File: config.mk
export PLATFORM = sky130hd
export DESIGN_NAME = nor_flash_host
export DESIGN_NICKNAME = d
export VERILOG_FILES = /design/src/rtl/flash_host_pkg.sv /design/src/rtl/pin_sync.sv /design/src/rtl/nor_flash_host.sv
export SDC_FILE = /design/constraint.sdc
export NUM_CORES = 1
export LEC_CHECK = 0
export BUFFER_PORTS_ARGS = -buffer_cell sky130_fd_sc_hd__buf_2
export CELL_PAD_IN_SITES_DETAIL_PLACEMENT = 2
export CELL_PAD_IN_SITES_GLOBAL_PLACEMENT = 2
export CORE_UTILIZATION = 37
export DETAILED_ROUTE_END_ITERATION = 6
export PLACE_DENSITY = 0.81
export SLEW_MARGIN = 0
export SYNTH_ARGS = -nofsm -noshare
export SYNTH_HDL_FRONTEND = slang
export SYNTH_HIERARCHICAL = 1
export SYNTH_SLANG_ARGS = --single-unit
File: constraint.sdc
create_clock -name ref_clk -period 3.94 [get_ports ref_clk]
set_input_delay 0.788 -clock ref_clk [delete_from_list [all_inputs] [get_ports ref_clk]]
set_output_delay 0.788 -clock ref_clk [all_outputs]
set_load 0.005 [all_outputs]
File: src/rtl/flash_host_pkg.sv
// Constants, types and timing for the parallel NOR flash host controller.
// Behaviour
// - Write only with select, strobe low, drive high.
// - Exceeded-limit flag high: host writes reset command.
// - Two unlocks plus autoselect command enter autoselect.
// - Only reset command leaves autoselect mode.
// - Program: two unlocks, set-up, address with data.
// - Two unlocks plus 20h enter unlock bypass.
// - Bypass program: A0h then address with data.
// - Bypass refuses program, allows read and bypass program, exit by 90h then 00h.
package flash_host_pkg;

  // Bus timing at the 40 MHz reference clock.
  localparam int CLK_NS    = 25;
  localparam int T_WP_NS   = 35;   // Least write strobe low time.
  localparam int T_WPH_NS  = 30;   // Least strobe high and data hold time.
  localparam int T_ACC_NS  = 70;   // Read access time.
  localparam int T_BUSY_NS = 90;   // Program start to busy output valid.
  localparam int SYNC_CYC  = 2;    // Pin synchroniser latency.
  localparam logic [3:0] WP_CYC   = 4'((T_WP_NS + CLK_NS - 1) / CLK_NS);
  localparam logic [3:0] WPH_CYC  = 4'((T_WPH_NS + CLK_NS - 1) / CLK_NS);
  localparam logic [3:0] RD_CYC   = 4'((T_ACC_NS + CLK_NS - 1) / CLK_NS + SYNC_CYC);
  localparam logic [3:0] BUSY_CYC = 4'((T_BUSY_NS + CLK_NS - 1) / CLK_NS);

  // Command codes and unlock cycles.
  localparam logic [19:0] UNLOCK1_ADDR    = 20'h00001;
  localparam logic [15:0] UNLOCK1_DATA    = 16'h0001;
  localparam logic [19:0] UNLOCK2_ADDR    = 20'h00002;
  localparam logic [15:0] UNLOCK2_DATA    = 16'h0002;
  localparam logic [15:0] CMD_PROGRAM     = 16'h0003;
  localparam logic [15:0] CMD_AUTOSELECT  = 16'h0004;
  localparam logic [15:0] CMD_RESET       = 16'h0005;
  localparam logic [15:0] CMD_BYPASS      = 16'h0020;
  localparam logic [15:0] CMD_BYPASS_PGM  = 16'h00A0;
  localparam logic [15:0] CMD_BYPASS_EXIT = 16'h0090;
  localparam logic [15:0] CMD_BYPASS_END  = 16'h0000;
  localparam int          LIMIT_BIT       = 5;  // Exceeded-limit flag position.

  // User operation codes.
  localparam logic [2:0] OP_READ        = 3'h0;
  localparam logic [2:0] OP_RESET       = 3'h1;
  localparam logic [2:0] OP_AUTOSELECT  = 3'h2;
  localparam logic [2:0] OP_PROGRAM     = 3'h3;
  localparam logic [2:0] OP_BYPASS      = 3'h4;
  localparam logic [2:0] OP_BYPASS_PGM  = 3'h5;
  localparam logic [2:0] OP_BYPASS_EXIT = 3'h6;

  typedef enum logic [5:0] {
    S_IDLE  = 6'h01,
    S_ADDR  = 6'h02,
    S_PULSE = 6'h04,
    S_HOLD  = 6'h08,
    S_READ  = 6'h10,
    S_BUSY  = 6'h20
  } state_t;

  // One bus cycle of a command sequence.
  typedef struct packed {
    logic        rd;
    logic        last;
    logic        poll;
    logic [19:0] a;
    logic [15:0] d;
  } cyc_t;

endpackage

File: src/rtl/pin_sync.sv
// Two-stage synchroniser for flash pins read by the host.
`timescale 1ns/1ps
`default_nettype none
module pin_sync #(
  parameter int W = 17
) (
  // Clock and reset.
  input  wire logic         ref_clk,
  input  wire logic         reset_n,
  // Pins and synchronised copy.
  input  wire logic [W-1:0] pin_in,
  output logic      [W-1:0] pin_out
);

  typedef struct packed {
    logic [W-1:0] s1;
    logic [W-1:0] s2;
  } sync_t;

  sync_t q;
  sync_t d;

  // The first stage feeds only the second stage.
  always_comb begin
    d    = q;
    d.s1 = pin_in;
    d.s2 = q.s1;
  end

  always_ff @(posedge ref_clk or negedge reset_n) begin
    if (!reset_n) begin
      q <= '0;
    end else begin
      q <= d;
    end
  end

  assign pin_out = q.s2;

endmodule // pin_sync
`default_nettype wire

File: src/rtl/nor_flash_host.sv
// Host controller that issues command sequences to a parallel NOR flash.
`timescale 1ns/1ps
`default_nettype none
module nor_flash_host (
  // Clock and reset.
  input  wire logic        ref_clk,
  input  wire logic        reset_n,
  // User command port.
  input  wire logic        cmd_valid,
  output logic             cmd_ready,
  input  wire logic [2:0]  cmd_op,
  input  wire logic [19:0] cmd_addr,
  input  wire logic [15:0] cmd_data,
  input  wire logic        cmd_byte_mode,
  // User response port.
  output logic             rsp_valid,
  output logic [15:0]      rsp_data,
  output logic             rsp_error,
  output logic             bypass_mode,
  output logic             autoselect_mode,
  // Flash pins.
  output logic             chip_select_n,
  output logic             write_strobe_n,
  output logic             output_drive_n,
  output logic             width_select_n,
  output logic [19:0]      flash_addr,
  output logic [15:0]      dq_out,
  output logic             dq_oe,
  input  wire logic [15:0] dq_in,
  input  wire logic        ready_busy_n
);

  typedef struct packed {
    flash_host_pkg::state_t st;
    logic [2:0]  op;
    logic [2:0]  step;
    logic [3:0]  cnt;
    logic [19:0] addr;
    logic [15:0] data;
    logic        polling;
    logic        fail;
    logic        bypass;
    logic        autosel;
    logic        ce_n;
    logic        we_n;
    logic        oe_n;
    logic        byte_n;
    logic [19:0] pin_addr;
    logic [15:0] dq_o;
    logic        dq_e;
    logic        rsp_v;
    logic [15:0] rsp_d;
    logic        rsp_e;
  } host_t;

  host_t q;
  host_t d;
  logic [16:0] synced;
  logic [15:0] dq_s;
  logic        rb_s;
  flash_host_pkg::cyc_t cur;

  // Pins from the device are asynchronous to ref_clk.
  pin_sync #(.W(17)) u_sync (
    .ref_clk (ref_clk),
    .reset_n (reset_n),
    .pin_in  ({ready_busy_n, dq_in}),
    .pin_out (synced)
  );
  assign dq_s = synced[15:0];
  assign rb_s = synced[16];

  // Bus cycle table for each operation and step.
  function automatic flash_host_pkg::cyc_t cycle(input logic [2:0] op, input logic [2:0] step,
                                                 input logic [19:0] a, input logic [15:0] dt);
    flash_host_pkg::cyc_t c;
    c = '{rd: 1'b0, last: 1'b0, poll: 1'b0, a: 20'h00000, d: 16'h0000};
    case (op)
      flash_host_pkg::OP_READ: begin
        c.rd = 1'b1;
        c.last = 1'b1;
        c.a = a;
      end
      flash_host_pkg::OP_RESET: begin
        c.last = 1'b1;
        c.d = flash_host_pkg::CMD_RESET;
      end
      flash_host_pkg::OP_BYPASS_PGM: begin
        c.last = (step == 3'h1);
        c.poll = c.last;
        c.a = c.last ? a : 20'h00000;
        c.d = c.last ? dt : flash_host_pkg::CMD_BYPASS_PGM;
      end
      flash_host_pkg::OP_BYPASS_EXIT: begin
        c.last = (step == 3'h1);
        c.d = c.last ? flash_host_pkg::CMD_BYPASS_END : flash_host_pkg::CMD_BYPASS_EXIT;
      end
      default: begin
        // Unlock-prefixed sequences: two unlocks, then a command, then for program the target.
        c.last = (op == flash_host_pkg::OP_PROGRAM) ? (step == 3'h3) : (step == 3'h2);
        c.poll = (op == flash_host_pkg::OP_PROGRAM) && c.last;
        case (step)
          3'h0: begin
            c.a = flash_host_pkg::UNLOCK1_ADDR;
            c.d = flash_host_pkg::UNLOCK1_DATA;
          end
          3'h1: begin
            c.a = flash_host_pkg::UNLOCK2_ADDR;
            c.d = flash_host_pkg::UNLOCK2_DATA;
          end
          3'h2: begin
            c.a = flash_host_pkg::UNLOCK1_ADDR;
            if (op == flash_host_pkg::OP_PROGRAM) begin
              c.d = flash_host_pkg::CMD_PROGRAM;
            end else if (op == flash_host_pkg::OP_AUTOSELECT) begin
              c.d = flash_host_pkg::CMD_AUTOSELECT;
            end else begin
              c.d = flash_host_pkg::CMD_BYPASS;
            end
          end
          default: begin
            c.a = a;
            c.d = dt;
          end
        endcase
      end
    endcase
    return c;
  endfunction

  // Decide whether an operation fits the device's current mode.
  function automatic logic allowed(input logic [2:0] op, input logic byp, input logic asel);
    logic ok;
    ok = 1'b0;
    if (byp) begin
      ok = (op == flash_host_pkg::OP_READ) || (op == flash_host_pkg::OP_BYPASS_PGM) ||
           (op == flash_host_pkg::OP_BYPASS_EXIT);
    end else if (asel) begin
      ok = (op == flash_host_pkg::OP_READ) || (op == flash_host_pkg::OP_RESET);
    end else begin
      ok = (op <= flash_host_pkg::OP_BYPASS);
    end
    return ok;
  endfunction

  assign cur = cycle(q.op, q.step, q.addr, q.data);

  // Sequencer: each write step is setup, strobe low, strobe high with hold, then select released.
  always_comb begin
    d       = q;
    d.rsp_v = 1'b0;
    case (q.st)
      flash_host_pkg::S_IDLE: begin
        if (cmd_valid) begin
          d.op      = cmd_op;
          d.addr    = cmd_addr;
          d.data    = cmd_data;
          d.byte_n  = ~cmd_byte_mode;
          d.step    = 3'h0;
          d.polling = 1'b0;
          d.fail    = 1'b0;
          if (allowed(cmd_op, q.bypass, q.autosel)) begin
            d.st = flash_host_pkg::S_ADDR;
          end else begin
            d.rsp_v = 1'b1;
            d.rsp_e = 1'b1;
          end
        end
      end
      flash_host_pkg::S_ADDR: begin
        // Address and select settle one cycle before any strobe, so the device's
        // address latch at the later falling edge never sees the bus moving.
        if (q.ce_n) begin
          d.ce_n     = 1'b0;
          d.pin_addr = q.polling ? q.addr : cur.a;
          d.dq_o     = cur.d;
        end else if (q.polling || cur.rd) begin
          d.oe_n = 1'b0;
          d.cnt  = flash_host_pkg::RD_CYC;
          d.st   = flash_host_pkg::S_READ;
        end else begin
          d.dq_e = 1'b1;
          d.we_n = 1'b0;
          d.cnt  = flash_host_pkg::WP_CYC;
          d.st   = flash_host_pkg::S_PULSE;
        end
      end
      flash_host_pkg::S_PULSE: begin
        if (q.cnt <= 4'h1) begin
          d.we_n = 1'b1;
          d.cnt  = flash_host_pkg::WPH_CYC;
          d.st   = flash_host_pkg::S_HOLD;
        end else begin
          d.cnt = q.cnt - 4'h1;
        end
      end
      flash_host_pkg::S_HOLD: begin
        if (q.cnt > 4'h1) begin
          d.cnt = q.cnt - 4'h1;
        end else if (!q.ce_n) begin
          // Data stays driven until select rises, so both latch edges see it.
          d.ce_n = 1'b1;
          d.dq_e = 1'b0;
        end else if (!cur.last) begin
          d.step = q.step + 3'h1;
          d.st   = flash_host_pkg::S_ADDR;
        end else if (cur.poll) begin
          d.cnt = flash_host_pkg::BUSY_CYC;
          d.st  = flash_host_pkg::S_BUSY;
        end else begin
          d.st    = flash_host_pkg::S_IDLE;
          d.rsp_v = 1'b1;
          d.rsp_e = q.fail;
          case (q.op)
            flash_host_pkg::OP_RESET:       d.autosel = 1'b0;
            flash_host_pkg::OP_AUTOSELECT:  d.autosel = 1'b1;
            flash_host_pkg::OP_BYPASS:      d.bypass  = 1'b1;
            flash_host_pkg::OP_BYPASS_EXIT: d.bypass  = 1'b0;
            default:                        d.bypass  = q.bypass;
          endcase
        end
      end
      flash_host_pkg::S_BUSY: begin
        // No command is written while the device programs; only status reads.
        if (q.cnt <= 4'h1) begin
          d.polling = 1'b1;
          d.st      = flash_host_pkg::S_ADDR;
        end else begin
          d.cnt = q.cnt - 4'h1;
        end
      end
      flash_host_pkg::S_READ: begin
        if (q.cnt <= 4'h1) begin
          d.ce_n  = 1'b1;
          d.oe_n  = 1'b1;
          d.rsp_d = dq_s;
          if (!q.polling || rb_s) begin
            d.st    = flash_host_pkg::S_IDLE;
            d.rsp_v = 1'b1;
            d.rsp_e = 1'b0;
          end else if (dq_s[flash_host_pkg::LIMIT_BIT]) begin
            // Failed program: a reset command brings the device back to array reads.
            d.fail    = 1'b1;
            d.polling = 1'b0;
            d.op      = flash_host_pkg::OP_RESET;
            d.step    = 3'h0;
            d.st      = flash_host_pkg::S_ADDR;
          end else begin
            d.cnt = flash_host_pkg::BUSY_CYC;
            d.st  = flash_host_pkg::S_BUSY;
          end
        end else begin
          d.cnt = q.cnt - 4'h1;
        end
      end
      default: begin
        d = q;
        d.st = flash_host_pkg::S_IDLE;
      end
    endcase
  end

  // Strobes reset inactive so power-up never looks like a write.
  always_ff @(posedge ref_clk or negedge reset_n) begin
    if (!reset_n) begin
      q        <= '0;
      q.st     <= flash_host_pkg::S_IDLE;
      q.ce_n   <= 1'b1;
      q.we_n   <= 1'b1;
      q.oe_n   <= 1'b1;
      q.byte_n <= 1'b1;
    end else begin
      q <= d;
    end
  end

  assign cmd_ready       = (q.st == flash_host_pkg::S_IDLE);
  assign rsp_valid       = q.rsp_v;
  assign rsp_data        = q.rsp_d;
  assign rsp_error       = q.rsp_e;
  assign bypass_mode     = q.bypass;
  assign autoselect_mode = q.autosel;
  assign chip_select_n   = q.ce_n;
  assign write_strobe_n  = q.we_n;
  assign output_drive_n  = q.oe_n;
  assign width_select_n  = q.byte_n;
  assign flash_addr      = q.pin_addr;
  assign dq_out          = q.dq_o;
  assign dq_oe           = q.dq_e;

endmodule // nor_flash_host
`default_nettype wire

# ---- Word level (Yosys, flattened, before mapping)
# Cells that the tools add are included.
dict set report word_totals {
  mem_bits_ro 0
  word_cells 198
  ramBits 0
  latchBits 0
  inputBits 60
  regBits 149
  memories 0
}
dict set report op_classes {
  shift 0
  order_cmp 3
  addsub 2
  mul 0
  mux 85
  n_bitwise 3
  n_div 0
  n_reduce_logical 41
  n_eq_ne 42
}
# operator count
set op_table {}
lappend op_table {{36-bit one-hot mux with 3 select lines} 1}
lappend op_table {{6-bit 2-to-1 mux} 12}
lappend op_table {{16-bit one-hot mux with 4 select lines} 1}
lappend op_table {{20-bit one-hot mux with 3 select lines} 1}
lappend op_table {{20-bit 2-to-1 mux} 2}
lappend op_table {{6-bit one-hot mux with 6 select lines} 1}
lappend op_table {{2-bit != test (second input constant)} 17}
lappend op_table {{16-bit 2-to-1 mux} 2}
lappend op_table {{4-bit 2-to-1 mux} 8}
lappend op_table {{1-bit 2-to-1 mux} 26}
lappend op_table {{12-bit 2-to-1 mux} 2}
lappend op_table {{8-bit AND reduction} 3}
lappend op_table {{4-bit one-hot mux with 5 select lines} 1}
lappend op_table {{18-bit 2-to-1 mux} 1}
lappend op_table {{6-bit AND reduction} 3}
lappend op_table {{1-bit one-hot mux with 2 select lines} 8}
lappend op_table {{3-bit equality test (second input constant)} 5}
lappend op_table {{3-bit != test (second input constant)} 5}
lappend op_table {{3-bit by 2-bit equality test with 1-bit output (second input constant)} 4}
lappend op_table {{2-bit 2-to-1 mux} 6}
lappend op_table {{2-bit nonzero test} 6}
lappend op_table {{10-bit 2-to-1 mux} 1}
lappend op_table {{5-bit AND reduction} 2}
lappend op_table {{3-bit by 1-bit equality test with 1-bit output (second input constant)} 3}
lappend op_table {{34 further kinds} 55}

# ---- Depth between registers and ports, before layout
# Gate-level depths: netlist of the first run.
dict set report logic_depth {
  depth_word 9
  mapped_depth 10
  ltp_nobuf 8
}

# ---- Cells and area by module
# Netlist of the first run, hierarchy kept.
# module cells_per_inst instances area_each_um2 seq_area_each_um2
set modules_own_cells {}
lappend modules_own_cells {nor_flash_host 643 1 5784.3 2884.0}
lappend modules_own_cells {pin_sync 34 1 850.8 850.8}

# ---- Least setup slack after synthesis of the first run
# Ideal clock, no wire load.
dict set report synth_path {
  kind {register -> output}
  from {register q[112] (netlist bit)}
  to {output cmd_ready}
  t_arrival_ns 1.566
  required_time_ns 3.152
  n_path_buf 2
  path_stages_with_launch 6
  setup_slack_ns 1.586
  cell_sequence {dfrtp_1 buf_6 or4_4 or3b_1 buf_2 clkinv_2}
}
dict set report synth_between {
  elab_chain_cells 1
}
# element line_no
set synth_rtl {}
lappend synth_rtl {{start: declaration} nor_flash_host.sv:56} ;# host_t q;
lappend synth_rtl {{6-bit by 1-bit equality test with 1-bit output} nor_flash_host.sv:277} ;# assign cmd_ready = (q.st == flash_host_pkg::S_IDLE);
lappend synth_rtl {{end: declaration} nor_flash_host.sv:10} ;# output logic cmd_ready,
# No other way between the ends.

# ---- Final worst setup path of the first run
# Same ends and word-level chain as after synthesis.

==> flow_metrics.tcl, run 1 <==
set metrics [dict create \
    topRoutingLayerUsed "met4" \
    yosysSeqAreaShare_pct 56.3 \
    netlist_area_um2 6640 \
    finalSetupTns_ps 0 \
    synth-seq-cells 149 \
    track_usage_pct 22.8 \
    dp_hpwl_um 13100 \
    synth_edf_count 0 \
    synth_cells 677 \
    cp_data_required_time_ps 3150 \
    ioPinCount 122 \
    nets 806 \
    vdd_drop_max_uv 387 \
    cp_max_fo 8 \
    finClkSkew_ps 8.11 \
    die_width_um 136 \
    rr_startpoint "q[110]" \
    r2r_end "rsp_data[14]" \
    cp-end-kind "output port" \
    status "finished, final reports clean" \
    wire_per_inst_um 19.9 \
    dr.pass1.iters 5 \
    start_util_pct 38.1 \
    final_cell_mix "nand2_1, dfrtp_1, buf_2, o21ai_0, nor2_1" \
    post_cts_buffers 0 \
    antenna_found_initial 0 \
    cts_tree "built" \
    async_reset_ff_share_pct 100 \
    path_clk_slew_ps 60 \
    worst-path-buf-inv 2 \
    grt_max_degree 63 \
    mostFrequentLayoutCell "nand2_1" \
    rows 48 \
    dieArea_um2 18500 \
    hp-class "in -> async" \
    final_layout_size_suffix_gt1_share_pct 25.4 \
    critPathKind "reg -> out" \
    cts_resized 0 \
    coreArea_um2 17400 \
    gp_congestion 0.807 \
    routedLengthMet1_um 8160 \
    drt_wl_total_um 19500 \
    hold_viol 0 \
    h-tree-depth 4 \
    slowest_delay_ps 600 \
    portBuffers 121 \
    synth_compound_area_share_pct 10.5 \
    rsz0062_at_grt "no" \
    clkLatencyLatePin_ps 430 \
    rrSetupSlack_ps 950 \
    setup_viol 0 \
    post-route-period-util_pct 77.4 \
    grt_pass1_wl_um 31800 \
    num_vias 5139 \
    startpoint "q[112]" \
    endpoint "cmd_ready" \
    power.leakage_nw 3.84 \
    clockRootBuffer "clkbuf_16" \
    vias_per_cell 5.26 \
    clock_sinks 149 \
    setup_slack_ps 891 \
    path_depth 4 \
    postRouteAntennaNets 0 \
    power_density_nw_per_um2 713 \
    tightest_slew_ps 1020 \
    antenna_cells 0 \
    maxCapViolations 0 \
    synthAdderAreaFrac_pct 1.32 \
    crit_chain "or4_4 > or3b_1 > clkinv_2 > buf_2" \
    muxShareOfSynthArea_pct 3.32 \
    syn_nets 744 \
    synth_top_family_by_area "simple AND/OR/NAND/NOR gates" \
    die_h_um 136 \
    grt_pass1_vias 5785 \
    post-route-min-period_ps 3050 \
    cpMaxStageDelayCell "or4_4" \
    cts_max_path_buffers 2 \
    relSlewSlack_pct 31.9 \
    drc_errors 0 \
    flow.area_growth_from_synthesis_pct 16.1 \
    synth_ff_type "dfrtp_1" \
    cts_hold_buf 0 \
    dr_wl_met2_um 10200 \
    cp_data_arrival_time_ps 2260 \
    syn_avg_cell_area_um2 9.80 \
    yosys.area_share.xor_xnor_pct 0.660 \
    synthSimpleGateAreaFrac_pct 18.8 \
    path_delay_family "simple AND/OR/NAND/NOR gates" \
    cts_buffers 17 \
    wl_met3_um 650 \
    ff2ff_path_depth 4 \
    ys_types 61 \
    place_ws_ps 974 \
    drt_iter0_drc 228 \
    grt-ovfl-total 0 \
    fmax_ghz 0.328 \
    finalMaxSlewViolations 0 \
    startpoint_type "flop" \
    yosysWarnings 6 \
]
[cell usage after synthesis, drive strengths merged (2+ instances only)]
| master | count | area, µm² |
|---|---|---|
| nor2 | 25 | 93.8 |
| o21a | 3 | 22.5 |
| or3 | 2 | 12.5 |
| mux2 | 16 | 180 |
| and3 | 2 | 12.5 |
| nor3 | 10 | 50.1 |
| nand4b | 2 | 17.5 |
| o31ai | 5 | 37.5 |
| clkbuf | 22 | 83.8 |
| o2bb2ai | 2 | 17.5 |
| or4 | 2 | 18.8 |
| nor4b | 2 | 17.5 |
| a21o | 4 | 30.0 |
| o32ai | 3 | 26.3 |
| mux2i | 4 | 40.0 |
| nand2b | 8 | 50.1 |
| xor2 | 4 | 35.0 |
| nor2b | 7 | 43.8 |
| nand4 | 5 | 31.3 |
| o211ai | 4 | 35.0 |
| dfrtp | 144 | 3600 |
| a21oi | 20 | 100 |
| nor4 | 2 | 12.5 |
| nand3b | 2 | 15.0 |
| buf | 65 | 475 |
| a31oi | 8 | 50.1 |
| ha | 7 | 87.6 |
| o21ai | 41 | 205 |
| nand3 | 16 | 80.1 |
| a221oi | 2 | 17.5 |
| o22ai | 5 | 31.3 |
| inv | 11 | 41.3 |
| o21bai | 2 | 15.0 |
| a22oi | 3 | 22.5 |
| dfstp | 5 | 131 |
| nand2 | 194 | 728 |
[stage by stage]
step	hold WS [ps]	cell area (µm²)	total power [mW]	utilization [%]	instances
6_report	322	7700	5.49	44.2	977
5_1_grt	361	7700	5.81	44.2	977
4_1_cts	347	7700	5.56	44.2	977
3_5_place_dp	337	7070	3.76	40.6	945
3_3_place_gp	333	7070	3.61	40.6	945
2_1_floorplan	331	6640	3.28	-	677
[flip-flops by register name (all words and copies together), names as in the netlist, 16 cells and up]
name	count
dq_out	16
rsp_data	16
u_sync/pin_out	17
u_sync/d	17
flash_addr	20
q	54
[layer usage]
layer  GRT usage, %  up-vias
met3           4.59       33
met4           8.02        0
li1               -     2333
met2           40.7      110
met5              0        -
met1           27.2     2663
[worst min path at each step]
stage | to | slack (ps) | cells after the start
after floorplan | u_sync/pin_out[0] | 330 | 0
after global placement | u_sync/pin_out[2] | 330 | 0
after detailed placement | u_sync/pin_out[9] | 340 | 0
after CTS | q[102] | 350 | 1
after global routing | q[101] | 360 | 1
final | q[101] | 320 | 1
[logic make-up after synthesis]
group,Yosys count
buffers and inverters,99
AND/OR/NAND/NOR,286
XOR/XNOR,5
adder cells (fa/ha/maj),7
AO/OA/AOI/OAI,111
flip-flops,149
multiplexers,20
[worst register-to-register path, cell delays in order (launching register included)]
cell     delay [ps]
dfrtp_1         400
nor2_1          540
nand3_1         540
nor2_2          950
mux2_2          440
[power breakdown]
group          leakage [nW]  switching (mW)  internal [mW]  total (mW)
clock                 0.295           0.675           1.07        1.74
sequential             1.89           0.338           1.93        2.27
combinational          1.66           0.941          0.540        1.48
total                  3.84            1.95           3.54        5.49
[area by class of cell]
cell class	count	area (µm²)
clock buffer	18	429
multi-input combinational	429	2320
fill	1891	9710
timing repair buffer	130	692
inverter	12	46.3
sequential	149	3730
clock inverter	14	201
tap	225	282
Note: power is estimated with default switching activity, not from simulation.
==> inputs of run 2 (changes only) <==
--- a/config.mk
+++ b/config.mk
@@ -8,9 +8,9 @@
 export BUFFER_PORTS_ARGS = -buffer_cell sky130_fd_sc_hd__buf_2
 export CELL_PAD_IN_SITES_DETAIL_PLACEMENT = 2
 export CELL_PAD_IN_SITES_GLOBAL_PLACEMENT = 2
-export CORE_UTILIZATION = 37
+export CORE_UTILIZATION = 31
 export DETAILED_ROUTE_END_ITERATION = 6
-export PLACE_DENSITY = 0.81
+export PLACE_DENSITY = 0.72
 export SLEW_MARGIN = 0
 export SYNTH_ARGS = -nofsm -noshare
 export SYNTH_HDL_FRONTEND = slang
==> constraint.sdc (replaced) <==
create_clock -name ref_clk -period 2.8 [get_ports ref_clk]
set_input_delay 0.56 -clock ref_clk [delete_from_list [all_inputs] [get_ports ref_clk]]
set_output_delay 0.56 -clock ref_clk [all_outputs]
set_load 0.005 [all_outputs]
==> run 2 against run 1 <==
Against the previous run:
- critical path depth stayed put
- first-iteration DRC count is 1.3% higher
- hold slack worse by 250 ps
- sequential share of layout area is 0.82 points lower
- routed wire length is 1.7% lower
- clock-buffer cell count is 1 higher
- clock power is 34% higher
- critical path type unchanged
- critical endpoint unchanged
- largest cell class unchanged
- largest power group unchanged
- highest routed layer unchanged
==> flow_metrics.tcl, run 2 (synthesis gave the netlist of run 1 again) <==
set metrics [dict create \
    cp_data_required_time_ps 2240 \
    ioPinCount 122 \
    cts_tree "built" \
    switchingPower_mw 2.74 \
    post-route-min-period_ps 2720 \
    coreArea_um2 21000 \
    cts_hold_buf 0 \
    dieArea_um2 22000 \
    worst-path-buf-inv 2 \
    hp-class "in -> async" \
    power.leakage_nw 3.90 \
    finalSetupTns_ps 0 \
    critPathKind "reg -> out" \
    rows 53 \
    post-route-period-util_pct 97.2 \
    rr_startpoint "q[110]" \
    drc_errors 0 \
    slowest_delay_ps 590 \
    drt_iter0_drc 231 \
    swShare_pct 35.8 \
    top_register "q" \
    die_width_um 148 \
    cp_data_arrival_time_ps 2160 \
    grt_pass1_vias 5845 \
    dp.cells 1007 \
    portBuffers 121 \
    power_density_nw_per_um2 976 \
    final_cell_mix "nand2_1, dfrtp_1, buf_2, o21ai_0, nor2_1" \
    relSlewSlack_pct 53.7 \
    path_depth 4 \
    antenna_found_initial 0 \
    post_cts_buffers 0 \
    drt_wl_total_um 19200 \
    crit_chain "or4_4 > or3b_4 > clkinv_2 > buf_2" \
    finClkSkew_ps 7.62 \
    mostFrequentLayoutCell "nand2_1" \
    cts_buffers 17 \
    flow.area_growth_from_synthesis_pct 18.1 \
    vias_per_cell 4.97 \
    grt_pass1_wl_um 31300 \
    cts_max_path_buffers 2 \
    largest_reg_flops 54 \
    rrSetupSlack_ps 290 \
    dp_hpwl_um 13300 \
    path_delay_family "simple AND/OR/NAND/NOR gates" \
    final_layout_size_suffix_gt1_share_pct 26.7 \
    path_clk_slew_ps 60 \
    startpoint_type "flop" \
    intPower_mw 4.91 \
    rsz0062_at_grt "no" \
    tightest_slew_ps 692 \
    die_h_um 148 \
    clockRootBuffer "clkbuf_16" \
    dr.pass1.iters 5 \
    wire_per_inst_um 18.4 \
    fmax_ghz 0.367 \
    cp_max_fo 8 \
    gp_congestion 0.827 \
    setup_viol 0 \
    p_seq_share_pct 41.5 \
    startpoint "q[112]" \
    cp-end-kind "output port" \
    p_comb_share_pct 28.1 \
    clkLatencyLatePin_ps 420 \
    post-route-util_pct 37.3 \
    vdd_drop_max_uv 458 \
    num_vias 5162 \
    pwr-share-clk_pct 30.4 \
    grt_max_degree 57 \
    grt-ovfl-total 0 \
    nets 818 \
    finalMaxSlewViolations 0 \
    status "finished, final reports clean" \
    h-tree-depth 4 \
    postRouteAntennaNets 0 \
    r2r_end "q[101]" \
    endpoint "cmd_ready" \
    start_util_pct 31.6 \
    instances_no_fill 1039 \
    ff2ff_path_depth 6 \
    clock_sinks 149 \
    track_usage_pct 18.6 \
    hold_viol 0 \
    hold_slack_ps 74.5 \
    maxCapViolations 0 \
    cpMaxStageDelayCell "or4_4" \
]
[run 2: how the worst min path moves through the flow]
stage	start	to	slack [ps]	cells after the start
3_5_place_dp	u_sync/d[16]	u_sync/pin_out[16]	340	0
4_1_cts	reset_n	rsp_data[1]	100	1
3_3_place_gp	u_sync/d[2]	u_sync/pin_out[2]	330	0
6_report	reset_n	rsp_data[1]	70	1
2_1_floorplan	reset_n	autoselect_mode	260	0
5_1_grt	reset_n	rsp_data[1]	110	1
[run 2: power groups by stage]
stage	logic [mW]	clock network [mW]	registers [mW]
4_1_cts	2.20	2.39	3.17
6_report	2.15	2.33	3.17
2_1_floorplan	1.63	0	2.99
5_1_grt	2.43	2.46	3.24
3_5_place_dp	2.15	0	3.20
3_3_place_gp	2.02	0	3.15
[run 2: metrics by stage]
step | area [µm²] | power [mW] | setup slack (ps)
after floorplan | 6640 | 4.61 | 646
after global placement | 7240 | 5.17 | 475
after detailed placement | 7240 | 5.35 | 388
after CTS | 7830 | 7.77 | 69.6
after global routing | 7830 | 8.13 | 20.2
final | 7840 | 7.65 | 78.5
[run 2: metal layers]
metal	routed length [µm]	GRT usage, %
met4	397	6.86
met1	7960	22.2
met5	0	0
met3	1190	5.55
met2	9600	31.6
[run 2: cell type report]
| type | count | area, µm² |
|---|---|---|
| multi-input combinational | 429 | 2320 |
| fill | 2285 | 13200 |
| sequential | 149 | 3730 |
| tap | 275 | 344 |
| antenna | 1 | 2.50 |
| clock inverter | 12 | 141 |
| timing repair buffer | 142 | 795 |
| inverter | 12 | 46.3 |
| clock buffer | 19 | 453 |
[run 2: repair_timing]
item / in CTS / in global routing
hold endpoints to repair: 0 / 0
resized for setup: 1 / 0
endpoints found under the setup margin: 1 / 0
[run 2: worst register-to-register path, stage by stage, from the launching register on]
cell	delay [ps]
dfrtp_1	410
nor2_1	550
and4b_1	470
nand2_1	160
o211ai_1	430
nor2_1	170
a22o_1	230
